==> config.mk <==
export PLATFORM = sky130hd
export DESIGN_NAME = frs_sequencer
export DESIGN_NICKNAME = d
export VERILOG_FILES = /design/src/core/frs_pkg.sv /design/src/core/frs_timer.sv /design/src/core/frs_sequencer.sv
export SDC_FILE = /design/constraint.sdc
export NUM_CORES = 1
export LEC_CHECK = 0
export ABC_AREA = 1
export BUFFER_PORTS_ARGS = -buffer_cell sky130_fd_sc_hd__buf_2
export CORE_ASPECT_RATIO = 1.5
export CORE_UTILIZATION = 39
export DETAILED_ROUTE_END_ITERATION = 12
export PLACE_DENSITY = 0.65
export SLEW_MARGIN = 20
export SYNTH_ARGS = -nofsm -noshare
export SYNTH_HDL_FRONTEND = slang
export SYNTH_SLANG_ARGS = --single-unit
==> constraint.sdc <==
create_clock -name clk_sys -period 2.6 [get_ports clk_sys]
set_input_delay 0.13 -clock clk_sys [delete_from_list [all_inputs] [get_ports clk_sys]]
set_output_delay 0.13 -clock clk_sys [all_outputs]
set_load 0.005 [all_outputs]
==> src/core/frs_pkg.sv <==
package frs_pkg;
    // ------------------------------------------------------------
    // Register map (byte addresses)
    // ------------------------------------------------------------
    localparam logic [11:0] ADDR_MODE_CTRL = 12'h000;
    localparam logic [11:0] ADDR_CTRL_ONE = 12'h004;
    localparam logic [11:0] ADDR_MODE_SEL = 12'h008;
    localparam logic [11:0] ADDR_CMD = 12'h00C;
    localparam logic [11:0] ADDR_CMD_ADDR = 12'h010;
    localparam logic [11:0] ADDR_STATUS = 12'h014;
    localparam logic [11:0] ADDR_READ_DATA = 12'h018;
    // ------------------------------------------------------------
    // Field positions
    // ------------------------------------------------------------
    localparam int READY_POS = 0;
    localparam int REWRITE_EN_POS = 1;
    localparam int PRG_ERR_POS = 6;
    localparam int ERS_ERR_POS = 7;
    localparam int ARRAY_MODE_POS = 8;
    localparam int BUSY_POS = 9;
    // ------------------------------------------------------------
    // Codes and reset values
    // ------------------------------------------------------------
    localparam logic [7:0] CTRL_UNLOCK = 8'h82;
    localparam logic [7:0] CTRL_LOCK = 8'h80;
    localparam logic [7:0] RAM_EXEC_MODE = 8'h02;
    localparam logic [7:0] MODE_SEL_RESET = 8'h00;
    localparam logic [15:0] ERASE_CODE = 16'h0020;
    localparam logic [15:0] ERASE_CONFIRM_CODE = 16'h00D0;
    localparam logic [15:0] PROGRAM_CODE = 16'h0041;
    localparam logic [15:0] CLEAR_STATUS_CODE = 16'h0050;
    localparam logic [15:0] READ_ARRAY_CODE = 16'h00FF;
    localparam int RECORD_BYTES = 256;
    // ------------------------------------------------------------
    // Timing
    // ------------------------------------------------------------
    localparam int CLK_MHZ = 25;
    localparam int ERASE_TIME_US = 100;
    localparam int PROGRAM_TIME_US = 20;
    localparam int ERASE_CYCLES = ERASE_TIME_US * CLK_MHZ;
    localparam int PROGRAM_CYCLES = PROGRAM_TIME_US * CLK_MHZ;
    localparam int TIMER_W = 16;
    // ------------------------------------------------------------
    // Sequencer states
    // ------------------------------------------------------------
    typedef enum logic [2:0] {
        FRS_IDLE = 3'b000,
        FRS_ERASE_WAIT = 3'b001,
        FRS_PROG_D1 = 3'b010,
        FRS_PROG_D2 = 3'b011,
        FRS_BUSY = 3'b100
    } frs_state_t;
endpackage

==> src/core/frs_timer.sv <==
`timescale 1ns/1ns
module frs_timer (
    input wire logic clk_sys,
    input wire logic rst,
    input wire logic start,
    input wire logic [frs_pkg::TIMER_W-1:0] load,
    output logic done
);
    typedef struct packed {
        logic [frs_pkg::TIMER_W-1:0] count;
        logic run;
        logic done;
    } frs_tmr_t;
    frs_tmr_t st;
    frs_tmr_t next_st;
    // ------------------------------------------------------------
    // Countdown, one-cycle done pulse
    // ------------------------------------------------------------
    always_comb begin
        next_st = st;
        next_st.done = 1'b0;
        if (start) begin
            next_st.count = load;
            next_st.run = 1'b1;
        end else if (st.run) begin
            if (st.count <= 16'h0001) begin
                next_st.run = 1'b0;
                next_st.done = 1'b1;
            end else begin
                next_st.count = st.count - 16'h0001;
            end
        end
    end
    always_ff @(posedge clk_sys) begin
        if (rst) begin
            st <= '0;
        end else begin
            st <= next_st;
        end
    end
    assign done = st.done;
endmodule // frs_timer

==> src/core/frs_sequencer.sv <==
`timescale 1ns/1ns
// Operation
// - 0x82 unlocks mode select, 0x02 chooses mode
// - 0x80 locks mode select
// - Erase: 0020h then 00D0h, same address
// - Program: 0041h then two data words
// - Error bits encode sequence, erase, program
// - Read array restores normal reads
module frs_sequencer (
    input wire logic clk_sys,
    input wire logic rst,
    input wire logic psel,
    input wire logic penable,
    input wire logic pwrite,
    input wire logic [11:0] paddr,
    input wire logic [31:0] pwdata,
    output logic [31:0] prdata,
    output logic pready,
    output logic pslverr,
    input wire logic op_fail,
    output logic flash_we,
    output logic [23:0] flash_addr,
    output logic [31:0] flash_data,
    output logic flash_erase,
    output logic array_read_mode
);
    typedef struct packed {
        frs_pkg::frs_state_t state;
        logic armed;
        logic rewrite_enable_bit;
        logic mode_unlocked;
        logic [7:0] flash_control_reg_one;
        logic [7:0] rewrite_mode_select_reg;
        logic [23:0] cmd_addr;
        logic [23:0] op_addr;
        logic [15:0] data_lo;
        logic flash_ready_flag;
        logic erase_error_bit;
        logic program_error_bit;
        logic is_erase;
        logic array_mode;
        logic flash_we;
        logic flash_erase;
        logic [31:0] flash_data;
        logic [31:0] prdata;
    } frs_st_t;
    frs_st_t st;
    frs_st_t next_st;
    logic wr;
    logic rd;
    logic mapped;
    logic tmr_start;
    logic tmr_done;
    logic [frs_pkg::TIMER_W-1:0] tmr_load;
    logic [15:0] cmd;
    logic cmd_ok;
    // ------------------------------------------------------------
    // Bus strobes; reads latch in setup so prdata stands in access
    // ------------------------------------------------------------
    assign wr = psel && penable && pwrite;
    assign rd = psel && !penable && !pwrite;
    assign cmd = pwdata[15:0];
    assign cmd_ok = st.rewrite_enable_bit
        && st.rewrite_mode_select_reg == frs_pkg::RAM_EXEC_MODE;
    // ------------------------------------------------------------
    // Address decode
    // ------------------------------------------------------------
    always_comb begin
        case (paddr)
            frs_pkg::ADDR_MODE_CTRL, frs_pkg::ADDR_CTRL_ONE,
            frs_pkg::ADDR_MODE_SEL, frs_pkg::ADDR_CMD,
            frs_pkg::ADDR_CMD_ADDR, frs_pkg::ADDR_STATUS,
            frs_pkg::ADDR_READ_DATA: mapped = 1'b1;
            default: mapped = 1'b0;
        endcase
    end
    frs_timer u_timer (
        .clk_sys(clk_sys),
        .rst(rst),
        .start(tmr_start),
        .load(tmr_load),
        .done(tmr_done)
    );
    // ------------------------------------------------------------
    // Register writes, command decode and sequencing
    // ------------------------------------------------------------
    always_comb begin
        next_st = st;
        next_st.flash_we = 1'b0;
        next_st.flash_erase = 1'b0;
        tmr_start = 1'b0;
        tmr_load = '0;
        if (wr && paddr == frs_pkg::ADDR_MODE_CTRL) begin
            if (!pwdata[frs_pkg::REWRITE_EN_POS]) begin
                next_st.rewrite_enable_bit = 1'b0;
                next_st.armed = 1'b1;
            end else if (st.armed) begin
                next_st.rewrite_enable_bit = 1'b1;
                next_st.armed = 1'b0;
            end
        end
        if (wr && paddr == frs_pkg::ADDR_CTRL_ONE) begin
            next_st.flash_control_reg_one = pwdata[7:0];
            if (pwdata[7:0] == frs_pkg::CTRL_UNLOCK) begin
                next_st.mode_unlocked = 1'b1;
            end else if (pwdata[7:0] == frs_pkg::CTRL_LOCK) begin
                next_st.mode_unlocked = 1'b0;
            end
        end
        if (wr && paddr == frs_pkg::ADDR_MODE_SEL && st.mode_unlocked) begin
            next_st.rewrite_mode_select_reg = pwdata[7:0];
        end
        if (wr && paddr == frs_pkg::ADDR_CMD_ADDR) begin
            next_st.cmd_addr = pwdata[23:0];
        end
        if (wr && paddr == frs_pkg::ADDR_CMD && cmd_ok) begin
            case (st.state)
                frs_pkg::FRS_IDLE: begin
                    if (cmd == frs_pkg::ERASE_CODE) begin
                        next_st.op_addr = st.cmd_addr;
                        next_st.array_mode = 1'b0;
                        next_st.state = frs_pkg::FRS_ERASE_WAIT;
                    end else if (cmd == frs_pkg::PROGRAM_CODE) begin
                        next_st.op_addr = st.cmd_addr;
                        next_st.array_mode = 1'b0;
                        next_st.state = frs_pkg::FRS_PROG_D1;
                    end else if (cmd == frs_pkg::CLEAR_STATUS_CODE) begin
                        next_st.erase_error_bit = 1'b0;
                        next_st.program_error_bit = 1'b0;
                    end else if (cmd == frs_pkg::READ_ARRAY_CODE) begin
                        next_st.array_mode = 1'b1;
                    end
                end
                frs_pkg::FRS_ERASE_WAIT: begin
                    if (cmd == frs_pkg::ERASE_CONFIRM_CODE
                        && st.cmd_addr == st.op_addr) begin
                        next_st.flash_ready_flag = 1'b0;
                        next_st.is_erase = 1'b1;
                        next_st.flash_erase = 1'b1;
                        tmr_start = 1'b1;
                        tmr_load = frs_pkg::TIMER_W'(frs_pkg::ERASE_CYCLES);
                        next_st.state = frs_pkg::FRS_BUSY;
                    end else begin
                        next_st.erase_error_bit = 1'b1;
                        next_st.program_error_bit = 1'b1;
                        next_st.state = frs_pkg::FRS_IDLE;
                    end
                end
                frs_pkg::FRS_PROG_D1: begin
                    next_st.data_lo = cmd;
                    next_st.state = frs_pkg::FRS_PROG_D2;
                end
                frs_pkg::FRS_PROG_D2: begin
                    next_st.flash_data = {cmd, st.data_lo};
                    next_st.flash_we = 1'b1;
                    next_st.flash_ready_flag = 1'b0;
                    next_st.is_erase = 1'b0;
                    tmr_start = 1'b1;
                    tmr_load = frs_pkg::TIMER_W'(frs_pkg::PROGRAM_CYCLES);
                    next_st.state = frs_pkg::FRS_BUSY;
                end
                frs_pkg::FRS_BUSY: begin
                end
                default: next_st.state = frs_pkg::FRS_IDLE;
            endcase
        end
        if (st.state == frs_pkg::FRS_BUSY && tmr_done) begin
            next_st.flash_ready_flag = 1'b1;
            next_st.state = frs_pkg::FRS_IDLE;
            if (op_fail && st.is_erase) begin
                next_st.erase_error_bit = 1'b1;
            end else if (op_fail) begin
                next_st.program_error_bit = 1'b1;
            end
        end
        if (rd) begin
            case (paddr)
                frs_pkg::ADDR_MODE_CTRL: next_st.prdata = {30'h0,
                    st.rewrite_enable_bit, st.flash_ready_flag};
                frs_pkg::ADDR_CTRL_ONE:
                    next_st.prdata = {24'h0, st.flash_control_reg_one};
                frs_pkg::ADDR_MODE_SEL:
                    next_st.prdata = {24'h0, st.rewrite_mode_select_reg};
                frs_pkg::ADDR_CMD_ADDR: next_st.prdata = {8'h0, st.cmd_addr};
                frs_pkg::ADDR_STATUS: next_st.prdata = {22'h0,
                    st.state == frs_pkg::FRS_BUSY, st.array_mode,
                    st.erase_error_bit, st.program_error_bit, 4'h0,
                    st.rewrite_enable_bit, st.flash_ready_flag};
                frs_pkg::ADDR_READ_DATA: next_st.prdata = st.flash_data;
                default: next_st.prdata = 32'h0;
            endcase
        end
    end
    always_ff @(posedge clk_sys) begin
        if (rst) begin
            st <= '0;
            st.state <= frs_pkg::FRS_IDLE;
            st.flash_ready_flag <= 1'b1;
            st.array_mode <= 1'b1;
            st.rewrite_mode_select_reg <= frs_pkg::MODE_SEL_RESET;
        end else begin
            st <= next_st;
        end
    end
    // ------------------------------------------------------------
    // Outputs
    // ------------------------------------------------------------
    assign pready = 1'b1;
    assign pslverr = psel && penable && !mapped;
    assign prdata = st.prdata;
    assign flash_we = st.flash_we;
    assign flash_erase = st.flash_erase;
    assign flash_addr = st.op_addr;
    assign flash_data = st.flash_data;
    assign array_read_mode = st.array_mode;
endmodule // frs_sequencer

## Yosys cells after proc, flatten, opt, wreduce, memory -nomap -nowiden

Index checks and enable logic that the tools add are counted.

- Bits in registers: 175
- Latch bits: 0
- Memory bits (writable): 0
- Memory bits (read-only): 0
- Input port bits: 50
- Output and inout bits: 93
- Word-level logic and storage cells: 135
- Memories kept: 0

- $add $sub $neg: 1
- Multipliers: 0
- Div/mod/pow operators: 0
- $lt $le $gt $ge: 1
- Equal/unequal tests: 24
- Shifts and indexed selects: 0
- Multiplexer cells: 44
- Bitwise operators: 4
- Reduce and logical (&&, ||, !) cells: 40

Operator list:

| operator | count |
|---|---|
| $pmux 32 s6 | 1 |
| $mux 24 | 2 |
| $mux 38 | 1 |
| $eq 12x5->1 const B | 3 |
| $eq 16x7->1 const B | 2 |
| $eq 16x8->1 const B | 2 |
| $mux 32 | 1 |
| $eq 12x4->1 const B | 2 |
| $eq 24x24->1 | 1 |
| $mux 12 | 2 |
| $pmux 12 s2 | 1 |
| $mux 1 | 18 |
| $mux 18 | 1 |
| $mux 17 | 1 |
| $eq 16x6->1 const B | 1 |
| $eq 8x8->1 const B | 2 |
| $le 16x1->1 const B | 1 |
| $logic_and 1x1->1 | 16 |
| $mux 16 | 1 |
| $sub 16x1->16 const B | 1 |
| $pmux 3 s5 | 1 |
| $mux 2 | 7 |
| $eq 12x3->1 const B | 1 |
| $logic_not 12->1 | 1 |
| 21 further kinds | 44 |

## Longest topological paths before layout

Gate-level depths: netlist of the first run.

- Word-level depth: 10
- Mapped depth: 15
- Depth with buffers taken out: 15

## Hierarchy

A second synthesis of the first run with hierarchy kept.

- Cell total of the unflattened synthesis: 1309
- Area total of the unflattened synthesis: 8800.9 um2

By module, submodules not included:

| module | times used | cells each | area each (um2) | seq. area each (um2) |
|---|---|---|---|---|
| frs_sequencer | 1 | 1106 | 7599.8 | 3143.0 |
| frs_timer | 1 | 203 | 1201.2 | 360.3 |

## Worst setup path after synthesis of the first run

Ideal clock, no wire load.

- Path type: reg2reg
- From: register u_timer.st[2] (netlist bit)
- To: register u_timer.st[4] (netlist bit)
- Setup time: 0.075 ns
- Arrival: 1.655 ns
- Data required time: 2.525 ns
- Slack: 0.871 ns
- Stages on the path, launching flop included: 12
- Path buffers: 1
- Clock period less this slack: 1.729 ns
- Cell sequence: dfxtp_1 > inv_1 > ha_1 > o21ai_0 > nor3_1 > nand2_1 > nand2_1 > buf_2 > inv_1 > nand2_1 > or2_2 > a31oi_1

- Cells in the longest elaborated chain, start to end: 4
- Elaborated cells on any way between the ends: 7
- Classes of those cells: add/sub (1); order compare (1); eq/ne (1); mux (3); reduce/logical (1)

RTL lines:

| element | line | text |
|---|---|---|
| from (decl) | frs_timer.sv:14 | `frs_tmr_t st;` |
| from (signal assigned) | frs_timer.sv:38 | `st <= next_st;` |
| $sub 16x1->16 | frs_timer.sv:30 | `next_st.count = st.count - 16'h0001;` |
| $mux 16 | frs_timer.sv:26 | `if (st.count <= 16'h0001) begin` |
| $mux 18 | frs_timer.sv:25 | `end else if (st.run) begin` |
| $mux 17 | frs_timer.sv:22 | `if (start) begin` |

Parallel ways exist; a longest one is shown, timed or not. The select of a mux whose other input is x is not followed.
A chain may end at the register's enable or synchronous reset.

## Worst setup path after layout of the first run

- From: register u_timer.st[2] (netlist bit)
- To: register u_timer.st[12] (netlist bit)

The elaborated chain is that of the path after synthesis.

==> summary.md, run 1 <==
| Metric | Value |
|---|---|
| Simple logic cell fraction of the synthesized area | `22.9%` |
| Layout cells sized above 1 | `17.6%` |
| First-pass GRT wire length | `38900 um` |
| Largest net degree at the start of global routing | `67` |
| Compound-cell area share of the yosys netlist | `18.3%` |
| GRT met1 Usage | `24.0%` |
| FMAX | `458 MHz` |
| Syn nets | `1308` |
| Hpwl dp | `18500 um` |
| Initial core utilization | `39.9%` |
| Crit share post-route | `83.9%` |
| Top FF cell, synth | `dfxtp_1` |
| Die width | `126 um` |
| Die Ht | `188 um` |
| Worst Path Required | `2930 ps` |
| IO Count | `143` |
| Most frequent cells in the layout | `nand2_1, dfxtp_1, inv_1, nor2_1, buf_2` |
| Lkg Pwr | `4.36 nW` |
| Most common cell after layout, fill and taps aside | `nand2_1` |
| GR Util All Layers | `21.4%` |
| Crit path arrival time | `2510 ps` |
| Met3 Use GR | `4.11%` |
| Largest family of logic cells by synthesized area | `simple AND/OR/NAND/NOR gates` |
| Average size of a mapped cell | `7.13 sq um` |
| Post-route ant nets | `0` |
| Final net count | `1343` |
| Pwr dens | `571 nW/um^2` |
| Final Hold Fails | `0` |
| Pre-antenna DRT Iters | `5` |
| P&R area growth vs syn | `10.3%` |
| Post-Route WL | `25200 um` |
| Type of origin of the critical path | `register` |
| Vias in the first global route | `7359` |
| EDFF count, synth | `0` |
| Mux contribution to synthesized area | `0%` |
| Worst hold path type | `in -> reg` |
| Layout Utilization | `44.0%` |
| Clock-pin slew on the worst setup and hold paths | `70 ps` |
| Area of the mapped netlist | `8960 sq um` |
| Max-Cap Viols | `0` |
| Root buffer cell | `clkbuf_16` |
| # rows | `67` |
| Slew Limit Fails | `0` |
| Yosys Warn Count | `0` |
| Cts bufs inserted | `17` |
| Mean routed wirelength per cell | `16.0 um` |
| Critical path type | `reg -> reg` |
| Via/cell ratio | `5.02` |
| Syn Inst Count | `1256` |
| Core Box Area | `22500 sq um` |
| Gr busiest metal | `met2` |
| VDD IR max | `476 uV` |
| Netlist cell types | `42` |
| CTS H-Tree Depth | `4` |
| Unrepaired setup endpoints after global routing | `no` |
| Inserted Diodes | `0` |
| DR vias | `7929` |
| Slew @ Worst Pin | `712 ps` |
| DR iter-0 viols | `512` |
| Crit. End Element | `register` |
| Die Area | `23600 sq um` |
| # port buffers | `133` |
| Met2 Usage GRT | `38.2%` |
| CTS tree | `yes` |
| Max clock buf depth | `2` |
| DRC viols | `0` |
| Dpl ws | `433 ps` |
| Yosys reg bits | `175` |
| GRT overflow | `0` |
| Worst-path fanout max | `12` |
| Setup TNS | `0 ps` |
| Final setup viols | `0` |
| Status | `complete, no violations` |
| Post-CTS setup buffer count | `0` |
| Clock skew | `10.6 ps` |
| Worst skew pair latency | `450 ps` |
| Minimum clock period | `2180 ps` |
| Clock sink count | `175` |
| Post-synthesis sequential area ratio | `39.1%` |
| Xor/xnor share of the synthesized area | `1.76%` |
| Adder-cell share of the synthesized area | `0.279%` |
| FFs w/ async S/R, synth | `0%` |
| Slew headroom | `52.5%` |
| Setup ws final | `418 ps` |
| Initial antenna violation count | `0` |
| Placed instance count | `1540` |
| GPL Wtd Cong | `0.884` |
| Final std cells w/o fill | `1580` |
| Power after layout | `5.64 mW` |
## critical path, cell delays in order, from the launching register on
cell	delay (ps)
dfxtp_1	390
inv_1	80
ha_1	220
o21ai_0	190
nor3_1	80
nand2_1	80
nand2_1	240
nor2_1	280
nand2_1	170
nor2_1	150
nand2_1	60
nor3b_1	130
## layout make-up
class,instances,area (sq um)
Tap cell,276,345
Sequential cell,175,3500
Fill cell,2342,12600
Timing Repair Buffer,157,881
Clock buffer,17,425
Inverter,174,653
Clock inverter,15,199
Multi-Input combinational cell,766,3880
## flip-flops by register name, indices dropped and copies added, names as in the netlist
signal / flops
st: 66
prdata: 32
array_read_mode: 1
flash_addr: 24
flash_data: 32
flash_we: 1
u_timer.done: 1
flash_erase: 1
u_timer.st: 17
## routing by layer
layer | wire (um) | vias to the layer above
met5 | 0 | -
met4 | 1040 | 0
met3 | 1100 | 54
met2 | 12600 | 225
met1 | 10400 | 3632
li1 | - | 4018
## Yosys cell counts (5+ instances only)
| library cell | number | share of area (%) |
|---|---|---|
| nand4_1 | 11 | 0.77 |
| xnor2_1 | 9 | 0.88 |
| buf_2 | 18 | 1.0 |
| nor3_1 | 16 | 0.89 |
| clkbuf_1 | 26 | 1.1 |
| a211oi_2 | 31 | 4.3 |
| xor2_1 | 9 | 0.88 |
| buf_4 | 89 | 7.5 |
| buf_6 | 5 | 0.63 |
| a21oi_1 | 80 | 4.5 |
| nand3_1 | 31 | 1.7 |
| nor2_1 | 164 | 6.9 |
| o21ai_0 | 69 | 3.9 |
| a211oi_1 | 37 | 3.1 |
| inv_1 | 169 | 7.1 |
| nor2_2 | 5 | 0.35 |
| nand2_1 | 242 | 10 |
| o22ai_1 | 19 | 1.3 |
| dfxtp_1 | 175 | 39 |
| nor3b_1 | 6 | 0.50 |
## logic make-up (layout without fill, tap and decap cells)
group,Yosys count,after routing
AO/OA/AOI/OAI,250,250
XOR/XNOR,18,18
adder cells (fa/ha/maj),2,2
buffers and inverters,315,363
flip-flops,175,175
other,1,1
AND/OR/NAND/NOR,495,495
## through the flow
step           cell area, sq um  hold slack (ps)
2_1_floorplan              8960              279
3_3_place_gp               9180              413
3_5_place_dp               9180              424
4_1_cts                    9880             2.52
5_1_grt                    9880             25.2
6_report                   9880             3.02
## final timing paths
kind                                                  from  slack, ps  depth (start not counted)                     endpoint
worst max-delay path            u_timer.st[2]$_SDFFE_PP0P_        420                         11  u_timer.st[12]$_SDFFE_PP0P_
worst max register to register  u_timer.st[2]$_SDFFE_PP0P_        420                         11  u_timer.st[12]$_SDFFE_PP0P_
worst min register to register        st[149]$_SDFFE_PP0P_        450                          2         st[149]$_SDFFE_PP0P_
worst min-delay path                            pwdata[22]          3                          3         st[133]$_SDFFE_PP0P_
## report_power, final
part | internal [mW] | switching (mW) | leakage, nW | total [mW]
sequential | 2.68 | 0.00281 | 1.41 | 2.69
clock | 1.55 | 1.19 | 0.302 | 2.74
combinational | 0.0628 | 0.151 | 2.65 | 0.214
## repair_timing
action,4_1_cts,5_1_grt
endpoints found under the setup margin,0,0
hold buffers,8,0
resized for setup,0,0
hold endpoints to repair,8,0
(Power assumes the default switching activity.)
==> run 2: changes to the inputs <==
Clock period 2.6 ns to 2.2 ns, I/O delays scaled along.
==> run 2 against run 1 <==
Against the previous run: power increased by 18%; die area unchanged; combinational power increased by 24%; final cell count increased by 1.3%; flip-flop and latch count unchanged; clock skew decreased by 0.89 ps; core utilization increased by 0.81 points; register-to-register slack got worse by 210 ps; maximum frequency increased by 9.3%; via count increased by 0.82%.
==> summary.md, run 2 (synthesis gave the netlist of run 1 again) <==
| Metric | Value |
|---|---|
| Inserted Diodes | `0` |
| DR iter-0 viols | `580` |
| Mean routed wirelength per cell | `15.7 um` |
| Min-delay src | `pwdata[14]` |
| Hold path endpoint | `st[85]$_SDFFE_PP0P_` |
| Placed cell area | `9300 sq um` |
| Crit path arrival time | `2280 ps` |
| Core Box Area | `22500 sq um` |
| Power after layout | `6.65 mW` |
| # hold bufs at CTS | `14` |
| Slew @ Worst Pin | `774 ps` |
| Status | `complete, no violations` |
| DRC viols | `0` |
| Most frequent cells in the layout | `nand2_1, dfxtp_1, inv_1, nor2_1, buf_2` |
| Post-CTS setup buffer count | `0` |
| Via/cell ratio | `4.99` |
| Reg2reg end | `flash_data[29]$_SDFFE_PP0P_` |
| Initial antenna violation count | `0` |
| Slew headroom | `48.4%` |
| Worst-path fanout max | `40` |
| # rows | `67` |
| P&R area growth vs syn | `12.4%` |
| Max clock buf depth | `2` |
| First-pass GRT wire length | `39300 um` |
| Int Power | `5.15 mW` |
| Unrepaired setup endpoints after global routing | `no` |
| Worst hold path type | `in -> reg` |
| Hold path cells | `3` |
| Clock skew | `9.73 ps` |
| Reg2reg start | `st[139]$_SDFFE_PP0P_` |
| Dpl ws | `202 ps` |
| Slew Limit Fails | `0` |
| Crit. End Element | `register` |
| GR Util All Layers | `21.7%` |
| Post-route ant nets | `0` |
| Max FFs per register | `66` |
| Post-Route WL | `25100 um` |
| Worst Path Required | `2490 ps` |
| GPL Wtd Cong | `0.901` |
| NetSw | `1.50 mW` |
| Sw Share | `22.5%` |
| Final setup viols | `0` |
| Hpwl dp | `18700 um` |
| Hold Slack | `19.0 ps` |
| Root buffer cell | `clkbuf_16` |
| Die Area | `23600 sq um` |
| Clock sink count | `175` |
| Max-Cap Viols | `0` |
| Die width | `126 um` |
| Clock-pin slew on the worst setup and hold paths | `60 ps` |
| Pwr dens | `660 nW/um^2` |
| Largest net degree at the start of global routing | `61` |
| Placed instance count | `1555` |
| Cts bufs inserted | `17` |
| Worst skew pair latency | `440 ps` |
| CTS H-Tree Depth | `4` |
| Setup TNS | `0 ps` |
| Top reg by flops | `st` |
| Setup ws final | `203 ps` |
| Clock network power share | `48.2%` |
| Layout cells sized above 1 | `18.4%` |
| Critical path type | `reg -> reg` |
| Register-to-Register Path Depth | `9` |
| Vias in the first global route | `7528` |
| Lkg Pwr | `4.47 nW` |
| DR vias | `7994` |
| Initial core utilization | `39.9%` |
| Die Ht | `188 um` |
| Seq pwr share | `47.8%` |
| Final net count | `1364` |
| PostCTS Resize Cnt | `0` |
| Most common cell after layout, fill and taps aside | `nand2_1` |
| Crit share post-route | `90.8%` |
| Minimum clock period | `2000 ps` |
| CTS tree | `yes` |
| IO Count | `143` |
| Filler cells | `2287` |
| Pre-antenna DRT Iters | `5` |
| Combinational Power Share | `4.0%` |
| Final std cells w/o fill | `1601` |
| FMAX | `501 MHz` |
| Flop-to-flop setup slack | `200 ps` |
| Type of origin of the critical path | `register` |
| VDD IR max | `539 uV` |
| GRT overflow | `0` |
| Final Cell Area | `10100 sq um` |
| # port buffers | `133` |
| Layout Utilization | `44.8%` |
| Final Hold Fails | `0` |
[run 2: layer usage]
layer	part of all wire (%)	global-route usage [%]
met3	4.4	4.68
met4	5.0	12.5
met1	41	24.3
met2	50	37.8
met5	0	0
[run 2: critical path: stages, from the launching register on]
cell,delay (ps)
dfxtp_1,320
nor2_1,190
nand4_1,110
nor3_1,230
nand2_2,140
nor2_4,130
nand2_2,230
buf_12,270
nor2_1,150
a211oi_2,50
[run 2: how the worst max path moves through the flow]
stage	from	endpoint	slack, ps
floorplan	u_timer.st[2]$_SDFFE_PP0P_	u_timer.st[4]$_SDFFE_PP0P_	470
global placement	u_timer.st[2]$_SDFFE_PP0P_	u_timer.st[12]$_SDFFE_PP0P_	200
detailed placement	u_timer.st[2]$_SDFFE_PP0P_	u_timer.st[12]$_SDFFE_PP0P_	200
CTS	u_timer.st[2]$_SDFFE_PP0P_	u_timer.st[12]$_SDFFE_PP0P_	190
global route	flash_addr[23]$_SDFFE_PP0P_	u_timer.st[7]$_SDFFE_PP0P_	9
finish	st[139]$_SDFFE_PP0P_	flash_data[29]$_SDFFE_PP0P_	200
[run 2: power groups by stage]
| stage | sequential [mW] | clock (mW) | combinational [mW] |
|---|---|---|---|
| floorplan | 3.25 | 0 | 0.131 |
| global placement | 3.25 | 0 | 0.244 |
| detailed placement | 3.25 | 0 | 0.244 |
| CTS | 3.18 | 3.26 | 0.264 |
| global route | 3.18 | 3.39 | 0.289 |
| finish | 3.18 | 3.20 | 0.266 |
[run 2: final cells by class]
type	count	area, sq um	share of cell area, %
multi-input combinational	766	3880	38.5
sequential	175	3500	34.8
timing repair buffer	178	1070	10.6
inverter	174	653	6.49
clock buffer	21	470	4.67
tap	276	345	3.43
clock inverter	11	151	1.50
==> run 3: changes to the inputs <==
Clock period 2.2 ns to 2.4 ns, I/O delays scaled along.
==> run 3 against run 2 <==
Against the previous run: cell area down 2.2%; combinational power down 13%; sequential share of layout area up 0.80 points; critical endpoint is now flash_data[16]$_SDFFE_PP0P_; maximum frequency down 0.83%; register-to-register slack better by 180 ps; clock-buffer cell count down 1; worst hold slack worse by 13 ps.
==> summary.md, run 3 (synthesis gave the netlist of run 1 again) <==
| Metric | Value |
|---|---|
| Max clock buf depth | `2` |
| Top reg by flops | `st` |
| First-pass GRT wire length | `39200 um` |
| Final std cells w/o fill | `1585` |
| # hold bufs at CTS | `7` |
| Reg2reg start | `st[139]$_SDFFE_PP0P_` |
| Slew Limit Fails | `0` |
| Vias in the first global route | `7441` |
| Register-to-Register Path Depth | `9` |
| Die Ht | `188 um` |
| Initial core utilization | `39.9%` |
| Lkg Pwr | `4.36 nW` |
| DR vias | `7928` |
| Pwr dens | `590 nW/um^2` |
| Post-Route WL | `25000 um` |
| GRT overflow | `0` |
| Hold path cells | `3` |
| Crit path arrival time | `2310 ps` |
| Slew @ Worst Pin | `920 ps` |
| DRC viols | `0` |
| Clock sink count | `175` |
| CTS tree | `yes` |
| Type of origin of the critical path | `register` |
| CP startpoint | `st[139]$_SDFFE_PP0P_` |
| Hpwl dp | `18700 um` |
| Largest net degree at the start of global routing | `53` |
| Worst Path Required | `2700 ps` |
| Register area | `3500 sq um` |
| GR Util All Layers | `21.5%` |
| # rows | `67` |
| Final net count | `1348` |
| Hold Slack | `5.99 ps` |
| Pre-antenna DRT Iters | `5` |
| Clock-pin slew on the worst setup and hold paths | `70 ps` |
| Crit. End Element | `register` |
| Post-route ant nets | `0` |
| Setup crit end | `flash_data[16]$_SDFFE_PP0P_` |
| Area of the multi-input gates | `3880 sq um` |
| Unrepaired setup endpoints after global routing | `no` |
| Root buffer cell | `clkbuf_16` |
| Placed instance count | `1546` |
| Worst hold path type | `in -> reg` |
| IO Count | `143` |
| GPL Wtd Cong | `0.912` |
| VDD IR max | `515 uV` |
| Slew headroom | `38.3%` |
| Via/cell ratio | `5.00` |
| Final setup viols | `0` |
| Post-CTS setup buffer count | `0` |
| Die width | `126 um` |
| Reg2reg end | `flash_data[16]$_SDFFE_PP0P_` |
| Core Box Area | `22500 sq um` |
| Die Area | `23600 sq um` |
| Worst-path fanout max | `21` |
| Minimum clock period | `2010 ps` |
| Max-Cap Viols | `0` |
| Mean routed wirelength per cell | `15.8 um` |
| Setup TNS | `0 ps` |
| FMAX | `497 MHz` |
| Initial antenna violation count | `1` |
| Power after layout | `5.81 mW` |
| Critical path type | `reg -> reg` |
| Status | `complete, no violations` |
| CTS H-Tree Depth | `4` |
| P&R area growth vs syn | `9.86%` |
| # port buffers | `133` |
| Inserted Diodes | `0` |
| Most common cell after layout, fill and taps aside | `nand2_1` |
| Most frequent cells in the layout | `nand2_1, dfxtp_1, inv_1, nor2_1, buf_2` |
| Clock skew | `8.90 ps` |
| Cts bufs inserted | `17` |
| Filler cells | `2342` |
| Min-delay src | `pwdata[17]` |
| Layout cells sized above 1 | `17.8%` |
| Final Cell Area | `9840 sq um` |
| Placed cell area | `9220 sq um` |
| PostCTS Resize Cnt | `0` |
| Final Hold Fails | `0` |
| Crit share post-route | `83.9%` |
| DR iter-0 viols | `626` |
| Max FFs per register | `66` |
| Worst skew pair latency | `440 ps` |
| Flop-to-flop setup slack | `390 ps` |
[run 3: worst min-delay path by stage]
stage	slack [ps]	to
2_1_floorplan	270	st[138]$_SDFFE_PP0P_
3_3_place_gp	400	st[130]$_SDFFE_PP0P_
3_5_place_dp	400	st[131]$_SDFFE_PP0P_
4_1_cts	0.1	st[128]$_SDFFE_PP0P_
5_1_grt	10	st[82]$_SDFFE_PP0P_
6_report	6	st[128]$_SDFFE_PP0P_
[run 3: report_power, final]
part / total [mW] / switching (mW) / leakage [nW] / internal (mW)
combinational: 0.231 / 0.160 / 2.67 / 0.0708
clock: 2.66 / 1.22 / 0.275 / 1.44
sequential: 2.91 / 0.00306 / 1.41 / 2.91
total: 5.81 / 1.39 / 4.36 / 4.42
[run 3: cell type report]
type / count / share of cell area, %
Multi-Input combinational cell: 766 / 39.4
Tap cell: 276 / 3.51
Sequential cell: 175 / 35.6
Clock inverter: 12 / 1.12
Clock buffer: 20 / 4.44
Timing Repair Buffer: 162 / 9.31
Inverter: 174 / 6.64
[run 3: metal layers]
layer | part of all wire [%] | GRT usage [%]
met2 | 50 | 37.7
met1 | 42 | 24.7
met5 | 0.040 | 0
met4 | 3.8 | 10.4
met3 | 4.4 | 4.59
[run 3: worst max-delay path, stage by stage (launching register included)]
cell	delay [ps]
dfxtp_1	330
nor2_1	230
nand4_1	130
nor3_1	200
nand2_2	140
nor2_4	140
nand2_2	150
buf_4	260
nor2_1	250
a211oi_2	50
[run 3: through the flow]
step           util (%)  setup WS [ps]
2_1_floorplan         -            671
4_1_cts            43.8            353
3_3_place_gp       41.1            350
6_report           43.8            387
5_1_grt            43.8            126
3_5_place_dp       41.1            353
